## src/verilog/rtcal_defines.vh

```
/*
  Register offsets, field positions and widths of the alarm register block.
  Assumes nothing; definitions only.
*/
`ifndef RTCAL_DEFINES_VH
`define RTCAL_DEFINES_VH

`define RTCAL_OFS_WMIN 4'h8
`define RTCAL_OFS_WHOUR 4'h9
`define RTCAL_OFS_WDAY 4'ha
`define RTCAL_OFS_DMIN 4'hb
`define RTCAL_OFS_DHOUR 4'hc
`define RTCAL_MIN_W 7
`define RTCAL_HOUR_W 6
`define RTCAL_DAY_W 7
`define RTCAL_PM_BIT 5
`define RTCAL_DOW_LAST 3'h6
`define RTCAL_HOUR_MID12 6'h12
`define RTCAL_HOUR_NOON12 6'h32

`endif

```

## src/verilog/rtcal_match.v

```verilog
/*
  Minute and hour comparator for one alarm.
  Assumes alarm and counter values share the same hour encoding.
*/
`timescale 1ns/1ps
module rtcal_match (
  input wire [6:0] cur_min,    // Current minute, BCD
  input wire [5:0] cur_hour,   // Current hour, BCD
  input wire [6:0] alm_min,    // Alarm minute, BCD
  input wire [5:0] alm_hour,   // Alarm hour, BCD
  input wire day_ok,           // Day qualifier
  output wire hit              // Time and day match
);
  assign hit = day_ok && (cur_min == alm_min) && (cur_hour == alm_hour);
endmodule

```

## src/verilog/rtcal_dow.v

```verilog
/*
  Day-of-week counter, modulo seven.
  Assumes day_carry is a one-cycle pulse on mclk.
*/
`timescale 1ns/1ps
`include "rtcal_defines.vh"
module rtcal_dow (
  input wire mclk,             // Clock
  input wire reset,            // Async reset, active high
  input wire day_carry,        // Day rollover pulse
  input wire dow_load,         // Load strobe
  input wire [2:0] dow_load_val, // Load value
  output wire [2:0] day_of_week_code // Current day code
);
  reg [2:0] dow_q;
  reg [2:0] dow_d;

  always @*
  begin
    dow_d = dow_q;
    if (dow_load)
      dow_d = dow_load_val;
    else if (day_carry)
    begin
      // modulo seven wrap
      if (dow_q >= `RTCAL_DOW_LAST)
        dow_d = 3'h0;
      else
        dow_d = dow_q + 3'h1;
    end
  end

  always @(posedge mclk or posedge reset)
  begin
    if (reset)
      dow_q <= 3'h0;
    else
      dow_q <= dow_d;
  end

  assign day_of_week_code = dow_q;
endmodule

```

## src/verilog/rtcal_regs.v

```verilog
/*
  Alarm register block: weekly and daily alarm registers, read port,
  and alarm match events.
  Assumes the serial bus engine supplies reg_addr, reg_wr and reg_wdata
  on mclk, and the time counters supply current minute, hour and mode.
*/
`timescale 1ns/1ps
`include "rtcal_defines.vh"
// Summary of operation
// Weekly minute at 8h, bit7 zero
// Weekly hour at 9h, bits7:6 zero
// Weekly day mask at Ah, bit7 zero
// Daily minute at Bh, bit7 zero
// Daily hour at Ch, bits7:6 zero
// Weekly hour bit5 is PM or tens
// Daily hour bit5 is PM or tens
// Midnight 12, noon 32 in 12-hour
// Mask bit n selects day code n
// Empty mask suppresses weekly alarm
// Host writes only real times
// Power-up fields undefined, high bits zero
// Day counter counts modulo seven
// Match minute, hour, day raises event
// Compare in counters' hour encoding
module rtcal_regs (
  input wire mclk,              // Clock, 250 MHz
  input wire reset,             // Async reset, active high
  input wire [3:0] reg_addr,    // Internal register address
  input wire reg_wr,            // Write strobe, one cycle
  input wire [7:0] reg_wdata,   // Write data
  input wire [6:0] cur_min,     // Current minute, BCD
  input wire [5:0] cur_hour,    // Current hour, BCD, same mode encoding
  input wire mode_24h,          // Hour mode, 1 = 24-hour
  input wire min_tick,          // Minute rollover pulse
  input wire day_carry,         // Day rollover pulse
  input wire dow_load,          // Day counter load strobe
  input wire [2:0] dow_load_val, // Day counter load value
  output reg [7:0] reg_rdata,   // Read data of addressed register
  output reg weekly_alarm_event, // Weekly alarm match pulse
  output reg daily_alarm_event, // Daily alarm match pulse
  output reg [2:0] day_of_week_q, // Day code, registered
  output reg weekly_pm_q,       // Weekly hour bit5 read as PM flag
  output reg daily_alarm_pm_flag // Daily hour bit5 read as PM flag
);
  reg [6:0] weekly_alarm_minute_bcd;
  reg [5:0] weekly_alarm_hour_bcd;
  reg [6:0] weekly_alarm_day_enables;
  reg [6:0] daily_alarm_minute_bcd;
  reg [5:0] daily_alarm_hour_bcd;
  reg [7:0] rdata_d;
  reg tick_q;
  wire [2:0] day_of_week_code;
  wire week_day_ok;
  wire week_hit;
  wire day_hit;

  // alarm fields have no reset value
  always @(posedge mclk)
  begin
    if (reg_wr)
    begin
      case (reg_addr)
        // weekly minute store
        `RTCAL_OFS_WMIN: weekly_alarm_minute_bcd <= reg_wdata[6:0];
        // weekly hour store
        `RTCAL_OFS_WHOUR: weekly_alarm_hour_bcd <= reg_wdata[5:0];
        // day mask store
        `RTCAL_OFS_WDAY: weekly_alarm_day_enables <= reg_wdata[6:0];
        // daily minute store
        `RTCAL_OFS_DMIN: daily_alarm_minute_bcd <= reg_wdata[6:0];
        // daily hour store
        `RTCAL_OFS_DHOUR: daily_alarm_hour_bcd <= reg_wdata[5:0];
        default:
        begin
        end
      endcase
    end
  end

  // unused high bits read zero
  always @*
  begin
    case (reg_addr)
      `RTCAL_OFS_WMIN: rdata_d = {1'b0, weekly_alarm_minute_bcd};
      `RTCAL_OFS_WHOUR: rdata_d = {2'b00, weekly_alarm_hour_bcd};
      `RTCAL_OFS_WDAY: rdata_d = {1'b0, weekly_alarm_day_enables};
      `RTCAL_OFS_DMIN: rdata_d = {1'b0, daily_alarm_minute_bcd};
      `RTCAL_OFS_DHOUR: rdata_d = {2'b00, daily_alarm_hour_bcd};
      default: rdata_d = 8'h00;
    endcase
  end

  rtcal_dow u_dow (
    .mclk(mclk),
    .reset(reset),
    .day_carry(day_carry),
    .dow_load(dow_load),
    .dow_load_val(dow_load_val),
    .day_of_week_code(day_of_week_code)
  );

  // day select; empty mask never matches
  assign week_day_ok = (day_of_week_code <= `RTCAL_DOW_LAST) &&
    weekly_alarm_day_enables[day_of_week_code];

  // weekly compare, raw BCD codes
  rtcal_match u_week (
    .cur_min(cur_min),
    .cur_hour(cur_hour),
    .alm_min(weekly_alarm_minute_bcd),
    .alm_hour(weekly_alarm_hour_bcd),
    .day_ok(week_day_ok),
    .hit(week_hit)
  );

  // daily compare
  rtcal_match u_day (
    .cur_min(cur_min),
    .cur_hour(cur_hour),
    .alm_min(daily_alarm_minute_bcd),
    .alm_hour(daily_alarm_hour_bcd),
    .day_ok(1'b1),
    .hit(day_hit)
  );

  always @(posedge mclk or posedge reset)
  begin
    if (reset)
    begin
      reg_rdata <= 8'h00;
      weekly_alarm_event <= 1'b0;
      daily_alarm_event <= 1'b0;
      day_of_week_q <= 3'h0;
      weekly_pm_q <= 1'b0;
      daily_alarm_pm_flag <= 1'b0;
      tick_q <= 1'b0;
    end
    else
    begin
      reg_rdata <= rdata_d;
      day_of_week_q <= day_of_week_code;
      // Counters settle one cycle after the tick
      tick_q <= min_tick;
      weekly_alarm_event <= tick_q && week_hit;
      daily_alarm_event <= tick_q && day_hit;
      // bit5 is PM only in 12-hour mode
      weekly_pm_q <= !mode_24h &&
        weekly_alarm_hour_bcd[`RTCAL_PM_BIT];
      // bit5 is PM only in 12-hour mode
      daily_alarm_pm_flag <= !mode_24h &&
        daily_alarm_hour_bcd[`RTCAL_PM_BIT];
    end
  end
endmodule

```

## config.mk

```make
export PLATFORM = sky130hd
export DESIGN_NAME = rtcal_regs
export DESIGN_NICKNAME = d
export VERILOG_FILES = /design/src/verilog/rtcal_match.v /design/src/verilog/rtcal_dow.v /design/src/verilog/rtcal_regs.v
export VERILOG_INCLUDE_DIRS = /design/src /design/src/verilog
export SDC_FILE = /design/constraint.sdc
export NUM_CORES = 1
export LEC_CHECK = 0
export ABC_CLOCK_PERIOD_IN_PS = 1300
export BUFFER_PORTS_ARGS = -buffer_cell sky130_fd_sc_hd__buf_2
export CORE_MARGIN = 3
export CORE_UTILIZATION = 50
export CTS_BUF_LIST = sky130_fd_sc_hd__clkbuf_4 sky130_fd_sc_hd__clkbuf_8
export CTS_CLUSTER_SIZE = 14
export DETAILED_ROUTE_END_ITERATION = 12
export GPL_ROUTABILITY_DRIVEN = 0
export GPL_TIMING_DRIVEN = 0
export PLACE_DENSITY = 0.78
export SYNTH_ARGS = -nofsm -noshare
export SYNTH_HDL_FRONTEND = slang
export SYNTH_SLANG_ARGS = --single-unit
export TNS_END_PERCENT = 30
```

## constraint.sdc

```tcl
create_clock -name mclk -period 1.3 [get_ports mclk]
set_clock_uncertainty 0.15 [all_clocks]
set_input_delay 0.065 -clock mclk [delete_from_list [all_inputs] [get_ports mclk]]
set_output_delay 0.065 -clock mclk [all_outputs]
set_load 0.02 [all_outputs]
```

* After elaboration in Yosys (flattened, before gate mapping)
Cells that the tools add are included.
** Word-level totals
- Bits of input ports :: 35
- Register bits after elaboration :: 52
- Output and inout port bits :: 15
** Operators by class
- Muxes and demuxes :: 6
- Reductions and logical operators :: 15
- $add $sub $neg :: 1
- $lt $le $gt $ge :: 3
- Eq/ne operators :: 9
** Operators with widths (count)
- $pmux 7 s5 :: 1
- $eq 4x4->1 const B :: 5
- $eq 7x7->1 :: 2
- $eq 6x6->1 :: 2
- $reduce_and 2->1 :: 5
- $mux 3 :: 3
- $logic_and 1x1->1 :: 8
- $lt 3x4->1 const B :: 1
- $add 3x1->3 const B :: 1
- $bmux 1 s3 :: 1
- $ge 3x3->1 const B :: 1
- $le 3x3->1 const B :: 1
- $reduce_bool 2->1 :: 1
- $logic_not 1->1 :: 1
- $mux 1 :: 1

* Logic depth before layout (Yosys ltp)
Gate-level depths: netlist of the first run.
- Depth in word-level cells :: 6
- Depth in mapped cells :: 5
- Gate-level depth less buffers :: 5

* Modules after synthesis
A second synthesis of the first run with hierarchy kept.
** Second synthesis, totals
- Cells, all modules :: 171
- Area, all modules :: 2302.2 µm²
** Modules (own cells, without submodules)
- rtcal_regs :: instances 1, seq. area each 1366.3 µm², cells an instance 112, area an instance 1808.0 µm²
- rtcal_match :: instances 2, seq. area each 0.0 µm², cells an instance 18, area an instance 148.9 µm²
- rtcal_dow :: instances 1, seq. area each 75.1 µm², cells an instance 23, area an instance 196.4 µm²

* Least setup slack after synthesis of the first run
No wires, ideal clock.
- Path kind :: flip-flop to flip-flop
- Start point :: reg u_dow.dow_q[2], in the netlist u_dow.day_of_week_code[2]
- End point :: reg weekly_alarm_event
- Setup time :: 0.120 ns
- Arrival :: 1.162 ns
- Setup slack :: -0.131 ns
- Clock period less this slack :: 1.431 ns
- Cell stages (with the launch flop) :: 5
- Data required time :: 1.030 ns
- Cell sequence :: dfrtp_1 > mux4_2 > nor2_1 > a21oi_1 > and3_1
** Between the ends
- Cells in the longest elaborated chain, start to end :: 6
** Ends and longest elaborated chain
- from (decl) :: RTL line rtcal_dow.v:15 : reg [2:0] dow_q;
- from (signal assigned) :: RTL line rtcal_dow.v:38 : dow_q <= dow_d;
- $bmux 1 s3 :: RTL line rtcal_regs.v:104 : weekly_alarm_day_enables[day_of_week_code];
- $mux 1 (implied by the code) :: RTL line rtcal_regs.v:104
- $logic_and 1x1->1 * :: RTL line rtcal_regs.v:103 : assign week_day_ok = (day_of_week_code <= `RTCAL_DOW_LAST) &&
- $logic_and 1x1->1 * (2 in series) :: RTL line rtcal_match.v:14 : assign hit = day_ok && (cur_min == alm_min) && (cur_hour == alm_hour);
- $logic_and 1x1->1 * :: RTL line rtcal_regs.v:144 : weekly_alarm_event <= tick_q && week_hit;
- to (signal assigned) :: RTL line rtcal_regs.v:144
- to (decl) :: RTL line rtcal_regs.v:39 : output reg weekly_alarm_event,
Every way passes the cells marked *; elsewhere a longest branch is shown, timed or not. The select of a mux whose other input is x is not followed.
A chain may end at the register's enable or synchronous reset.

* Worst setup path in the final report of the first run
Same ends and word-level chain as after synthesis.

==> key figures, run 1 <==
Status
  – Status: finished, violations left
  – Failing checks: negative setup slack

Critical path
  – WP data arrival: 1.51 ns
  – Crit Path Category: reg2reg
  – Worst-path fanout max: 4
  – Startpoint Class: register
  – Setup crit end kind: register
  – CP Data Required Time: 1.34 ns

Die
  – I/O pin cnt: 50
  – # rows: 23
  – Die height: 72.12 um
  – Area of the core: 0.004115 mm^2
  – Initial Utilization: 53.12%
  – Horiz. Die Dim: 72.12 um
  – Die ar.: 0.005201 mm^2

Placed design
  – Placed instance count: 255
  – Post-DP HPWL: 3390 um
  – Place WS: -0.3825 ns
  – Port Buffers: 47

Global route
  – Largest net degree at the start of global routing: 19
  – Global-route wire length before repair: 7700 um
  – Overflow after GRT: 0
  – Vias in the first global route: 1,584
  – Initial antenna violation count: 0
  – GRT Overall Usage: 20.19%

Synth
  – Mapped Area: 0.002186 mm^2
  – Synth warn: 0
  – Distinct cells, synth: 30
  – Syn avg cell area: 13.83 um^2
  – Synth Register Bits: 51
  – Mapped Cells: 158
  – Seq/Total Area, Yosys: 65.94%
  – Syn Nets: 195

Layout
  – Area of the multi-input gates: 769.5 um^2
  – Most common cell after layout, fill and taps aside: buf_2
  – Most frequent cells in the layout: 48 x buf_2, 33 x edfxtp_1, 20 x dlygate4sd3_1, 19 x xnor2_1, 15 x dfrtp_1
  – Share of layout cells above drive strength 1: 34.03%
  – P&R area growth vs syn: 31.48%
  – Sequential Area: 0.001445 mm^2
  – ANT cells: 0
  – Nets: 274
  – Cell Count, Final, Fillers Out: 288
  – Layout fillers: 286

Clock network
  – Clock root buffer: clkbuf_8
  – Clk_lat worst skew: 0.31 ns
  – Worst-path clk slew: 0.09 ns
  – Clock Tree Buf Depth: 2
  – CTS H-tree lvls: 2
  – Clk sinks: 51
  – Num CTS Buffers: 5
  – CTS tree: yes

Timing
  – Slew HR: 59.28%
  – Measured slew at the worst slew-check pin: 0.6101 ns
  – Finish-stage setup viols: 4
  – Final Cycle Share: 113.1%
  – Final hold viol count: 0
  – Unrepaired setup endpoints after global routing: yes
  – Max Freq: 679.9 MHz
  – Post-route setup slack: -0.1708 ns
  – Max Transition Viols Final: 0
  – Minimum clock period: 1.471 ns

Job
  – MaxCap Viol Count: 0

Routing
  – Vias per inst: 5.438
  – Residual DRC count: 0
  – DRT antenna net count: 0
  – Iteration-0 DRC Markers: 213
  – Detailed Routing Iterations Pass 1: 4
  – Routed length per instance: 17.19 um
  – Vias: 1,566
  – Final WL: 4950 um

Min path
  – Hold WC Path Type: in2reg

Power and ir drop
  – P_leak: 1.163 nW
  – Peak supply drop: 703.4 uV
  – Power Dens Cells: 1098 mW/mm^2
  – Pwr Total: 0.003155 W
cell families after synthesis:
family / share of synthesized area (%)
compound gates: 7.327
other cells: 0.1716
fa+ha+maj: 1.145
mux: 1.030
buf+inv: 1.488
simple gates: 12.48
flops: 65.94
xor+xnor: 10.42
cell type report:
cell class	count	area share, %
Timing Repair Buffer	72	16.46
Sequential cell	51	50.28
Clock inverter	2	0.4353
Inverter	4	0.6095
Clock buffer	6	2.656
Tap cell	50	2.177
Buffer	3	0.6095
Multi-Input combinational cell	100	26.77
Yosys cell counts, drive strengths merged:
cell type | instances | share of area (%)
a211oi | 1 | 0.34
a21oi | 4 | 0.92
a222oi | 1 | 0.46
a22oi | 13 | 4.5
and2 | 5 | 1.4
and3 | 2 | 0.57
and4b | 1 | 0.46
and4bb | 1 | 0.57
buf | 2 | 0.57
clkbuf | 1 | 0.23
conb | 1 | 0.17
dfrtp | 18 | 21
edfxtp | 33 | 45
ha | 2 | 1.1
inv | 4 | 0.69
mux4 | 1 | 1.0
nand2 | 13 | 2.2
nand3 | 7 | 1.6
nand4 | 4 | 1.1
nor2 | 3 | 0.52
nor2b | 3 | 0.86
nor3 | 2 | 0.69
nor4 | 3 | 0.86
nor4b | 1 | 1.1
nor4bb | 1 | 0.46
o21ai | 5 | 1.1
xnor2 | 19 | 7.6
xor2 | 7 | 2.8
through the flow:
stage	hold slack (ns)	utilization [%]	area, um^2	TNS [ns]
2_1_floorplan	-0.1464	-	2186	-0.1311
3_3_place_gp	0.007036	60.35	2484	-10.55
3_5_place_dp	0.02153	60.35	2484	-11.00
4_1_cts	-0.01002	68.17	2805	-0.2794
5_1_grt	0.01799	69.84	2874	-0.6167
6_report	0.005600	69.84	2874	-0.3240
path summary, 6_finish.rpt:
check	from	endpoint	slack [ns]	cells after the start
hold reg to reg	u_dow.day_of_week_code[2]	day_of_week_q[2]	0.31	0
setup / recovery	u_dow.day_of_week_code[2]	weekly_alarm_event	-0.17	4
setup reg to reg	u_dow.day_of_week_code[2]	weekly_alarm_event	-0.17	4
hold / removal	reg_addr[2]	reg_rdata[2]	0.006	4
min in group asynchronous	reset	day_of_week_q[2]	0.21	3
max in group asynchronous	reset	u_dow.day_of_week_code[1]	0.36	3
report_power, final:
| part | total [W] | internal, W | switching [W] | leakage [nW] |
|---|---|---|---|---|
| clock | 0.000900 | 0.000398 | 0.000503 | 0.0446 |
| combinational | 0.000415 | 0.000204 | 0.000211 | 0.591 |
| sequential | 0.00184 | 0.00179 | 0.0000497 | 0.527 |
state kept, by name, indices dropped and copies added, names as in the netlist, 3 cells and up:
signal / cells
daily_alarm_minute_bcd: 7
reg_rdata: 7
weekly_alarm_day_enables: 7
weekly_alarm_minute_bcd: 7
daily_alarm_hour_bcd: 6
weekly_alarm_hour_bcd: 6
day_of_week_q: 3
u_dow.day_of_week_code: 3
timing repair:
action                     4_1_cts  5_1_grt
pin swaps                        5        9
setup endpoints to repair       25       12
hold buffers                    20        0
hold endpoints to repair        59        0
gates resized for setup         10       12
setup buffers                    2        3
worst max-delay path, stage by stage (launching register included):
cell	delay, ns
dfrtp_2	0.42
mux4_2	0.51
nor2_2	0.09
a21oi_1	0.04
and3_1	0.14
layer usage:
layer | track usage (%) | share of wire, % | wire length (um)
met1 | 25.44 | 40 | 1998
met2 | 31.65 | 49 | 2428
met3 | 4.571 | 8.0 | 395
met4 | 12.32 | 2.6 | 128
met5 | 0 | 0 | 0
Power figures use the tool's default switching activity.
==> inputs of run 2 (changes only) <==
--- a/config.mk
+++ b/config.mk
@@ -15,6 +15,7 @@
 export DETAILED_ROUTE_END_ITERATION = 12
 export GPL_ROUTABILITY_DRIVEN = 0
 export GPL_TIMING_DRIVEN = 0
+export HOLD_SLACK_MARGIN = 0.12
 export PLACE_DENSITY = 0.78
 export SYNTH_ARGS = -nofsm -noshare
 export SYNTH_HDL_FRONTEND = slang
==> run 2 against run 1 <==
Net effect: largest power group unchanged; sequential cell count unchanged; die area did not move; critical endpoint unchanged; the run still ends with negative setup slack left; wire length rose by 2.4%; highest routed layer unchanged; total power down 0.21%; via count is 1.6% higher; design area increased by 0.57%; cell count rose by 1.7%; sequential share of layout area decreased by 0.28 points.
==> key figures, run 2 (synthesized netlist as in run 1, its figures left out) <==
Power and ir drop
  – Power Dens Cells: 1089 mW/mm^2
  – Peak supply drop: 714.2 uV
  – Pwr Total: 0.003148 W
  – P_leak: 1.181 nW

Placed design
  – Post-DP HPWL: 3390 um
  – Port Buffers: 47

Routing
  – Vias: 1,591
  – Detailed Routing Iterations Pass 1: 4
  – DRT antenna net count: 0
  – Routed length per instance: 17.30 um
  – Vias per inst: 5.430
  – Final WL: 5068 um
  – Iteration-0 DRC Markers: 175
  – Residual DRC count: 0

Global route
  – Largest net degree at the start of global routing: 19
  – Global-route wire length before repair: 7797 um
  – Initial antenna violation count: 0
  – Overflow after GRT: 0
  – Vias in the first global route: 1,611
  – GRT Overall Usage: 20.43%

Timing
  – Finish-stage setup viols: 3
  – Final Cycle Share: 113.9%
  – Max Transition Viols Final: 0
  – Measured slew at the worst slew-check pin: 0.6105 ns
  – Unrepaired setup endpoints after global routing: yes
  – Minimum clock period: 1.481 ns
  – Final hold viol count: 0
  – Post-route setup slack: -0.1811 ns
  – Max Freq: 675.2 MHz
  – WHS: 0.003762 ns
  – Slew HR: 59.26%

Layout
  – Most common cell after layout, fill and taps aside: buf_2
  – ANT cells: 0
  – P&R area growth vs syn: 32.23%
  – Most frequent cells in the layout: 48 x buf_2, 33 x edfxtp_1, 26 x dlygate4sd3_1, 19 x xnor2_1, 15 x dfrtp_1
  – Nets: 279
  – Share of layout cells above drive strength 1: 30.86%
  – Layout fillers: 291

Die
  – # rows: 23
  – Die ar.: 0.005201 mm^2
  – Initial Utilization: 53.12%
  – Die height: 72.12 um
  – I/O pin cnt: 50
  – Area of the core: 0.004115 mm^2
  – Horiz. Die Dim: 72.12 um

Status
  – Status: finished, violations left
  – Failing checks: negative setup slack

Critical path
  – Worst-path fanout max: 2
  – Crit Path Category: in2reg
  – Top delay family on crit path: buffers and inverters
  – Setup crit end kind: register
  – CP Data Required Time: 1.39 ns
  – Worst path max stage delay: 0.59 ns
  – Bufs and invs on worst path: 2
  – Critical Path, Cell by Cell: buf_2, dlygate4sd3_1, xnor2_1, nand4_1, nor4_2, and3_1
  – Slowest CP cell: dlygate4sd3_1
  – WP data arrival: 1.57 ns
  – Startpoint Class: input pin

Clock network
  – Clk sinks: 51
  – Clock Tree Buf Depth: 2
  – Worst-path clk slew: 0.09 ns
  – Clock root buffer: clkbuf_8
  – Clk_lat worst skew: 0.30 ns
  – Num CTS Buffers: 5
  – CTS tree: yes
  – CTS H-tree lvls: 2

Min path
  – Hold WC Path Type: in2reg

Job
  – MaxCap Viol Count: 0
[run 2: cell types whose count changed in the layout (fill, tap and decap cells not counted), sizes merged]
cell / change
dlygate4sd3: +6
buf: -1
[run 2: report_power, final]
| part | total, W | internal (W) | switching [W] |
|---|---|---|---|
| logic | 0.000410 | 0.000203 | 0.000207 |
| clock network | 0.000905 | 0.000398 | 0.000507 |
| registers | 0.00183 | 0.00179 | 0.0000436 |
[run 2: layout make-up]
class                      instances  area, um^2  share of cell area [%]
clock buffer                       6       76.32                   2.641
multi-input combinational        100       735.7                   25.45
buffer                             3       17.52                  0.6061
sequential                        51        1445                   50.00
clock inverter                     2       12.51                  0.4329
inverter                           4       15.01                  0.5195
tap                               50       62.56                   2.165
timing repair buffer              77       525.5                   18.18
[run 2: worst register-to-register path, delay by kind of cell, from the launching register on]
family | cells | cell delay [ns]
simple gates | 2 | 0.23
mux | 1 | 0.52
compound gates | 1 | 0.04
flops | 1 | 0.42
[run 2: metal layers]
metal | global-route usage [%] | vias up | share of wire [%]
met3 | 4.571 | 9 | 8.1
met4 | 12.32 | 0 | 2.0
met5 | 0 | - | 0
met2 | 31.85 | 85 | 49
met1 | 25.99 | 748 | 41
li1 | - | 749 | -
[run 2: through the flow]
stage / TNS (ns) / worst slack [ns] / utilization (%) / instance area, um^2 / std cells
3_3_place_gp: -10.55 / -0.4020 / 60.35 / 2484 / 255
2_1_floorplan: -0.1311 / -0.1311 / - / 2186 / 158
4_1_cts: -0.2794 / -0.1638 / 69.38 / 2855 / 290
6_report: -0.3534 / -0.1811 / 70.23 / 2890 / 293
3_5_place_dp: -11.00 / -0.3825 / 60.35 / 2484 / 255
5_1_grt: -0.7191 / -0.2675 / 70.23 / 2890 / 293
[run 2: final timing paths]
path | startpoint | endpoint | slack, ns | cells after the start
min in group asynchronous | reset | day_of_week_q[2] | 0.21 | 3
max in group asynchronous | reset | u_dow.day_of_week_code[1] | 0.36 | 3
min reg2reg | u_dow.day_of_week_code[2] | day_of_week_q[2] | 0.31 | 0
max reg2reg | u_dow.day_of_week_code[2] | weekly_alarm_event | -0.17 | 4
min | reg_addr[2] | reg_rdata[2] | 0.004 | 4
max | cur_hour[1] | weekly_alarm_event | -0.18 | 6
[run 2: repair_timing]
item | 4_1_cts | 5_1_grt
hold buffers | 25 | 1
endpoints found under the setup margin | 25 | 12
buffers inserted | 2 | 2
pin swaps | 5 | 6
endpoints found under the hold margin | 65 | 13
gates resized for setup | 10 | 3
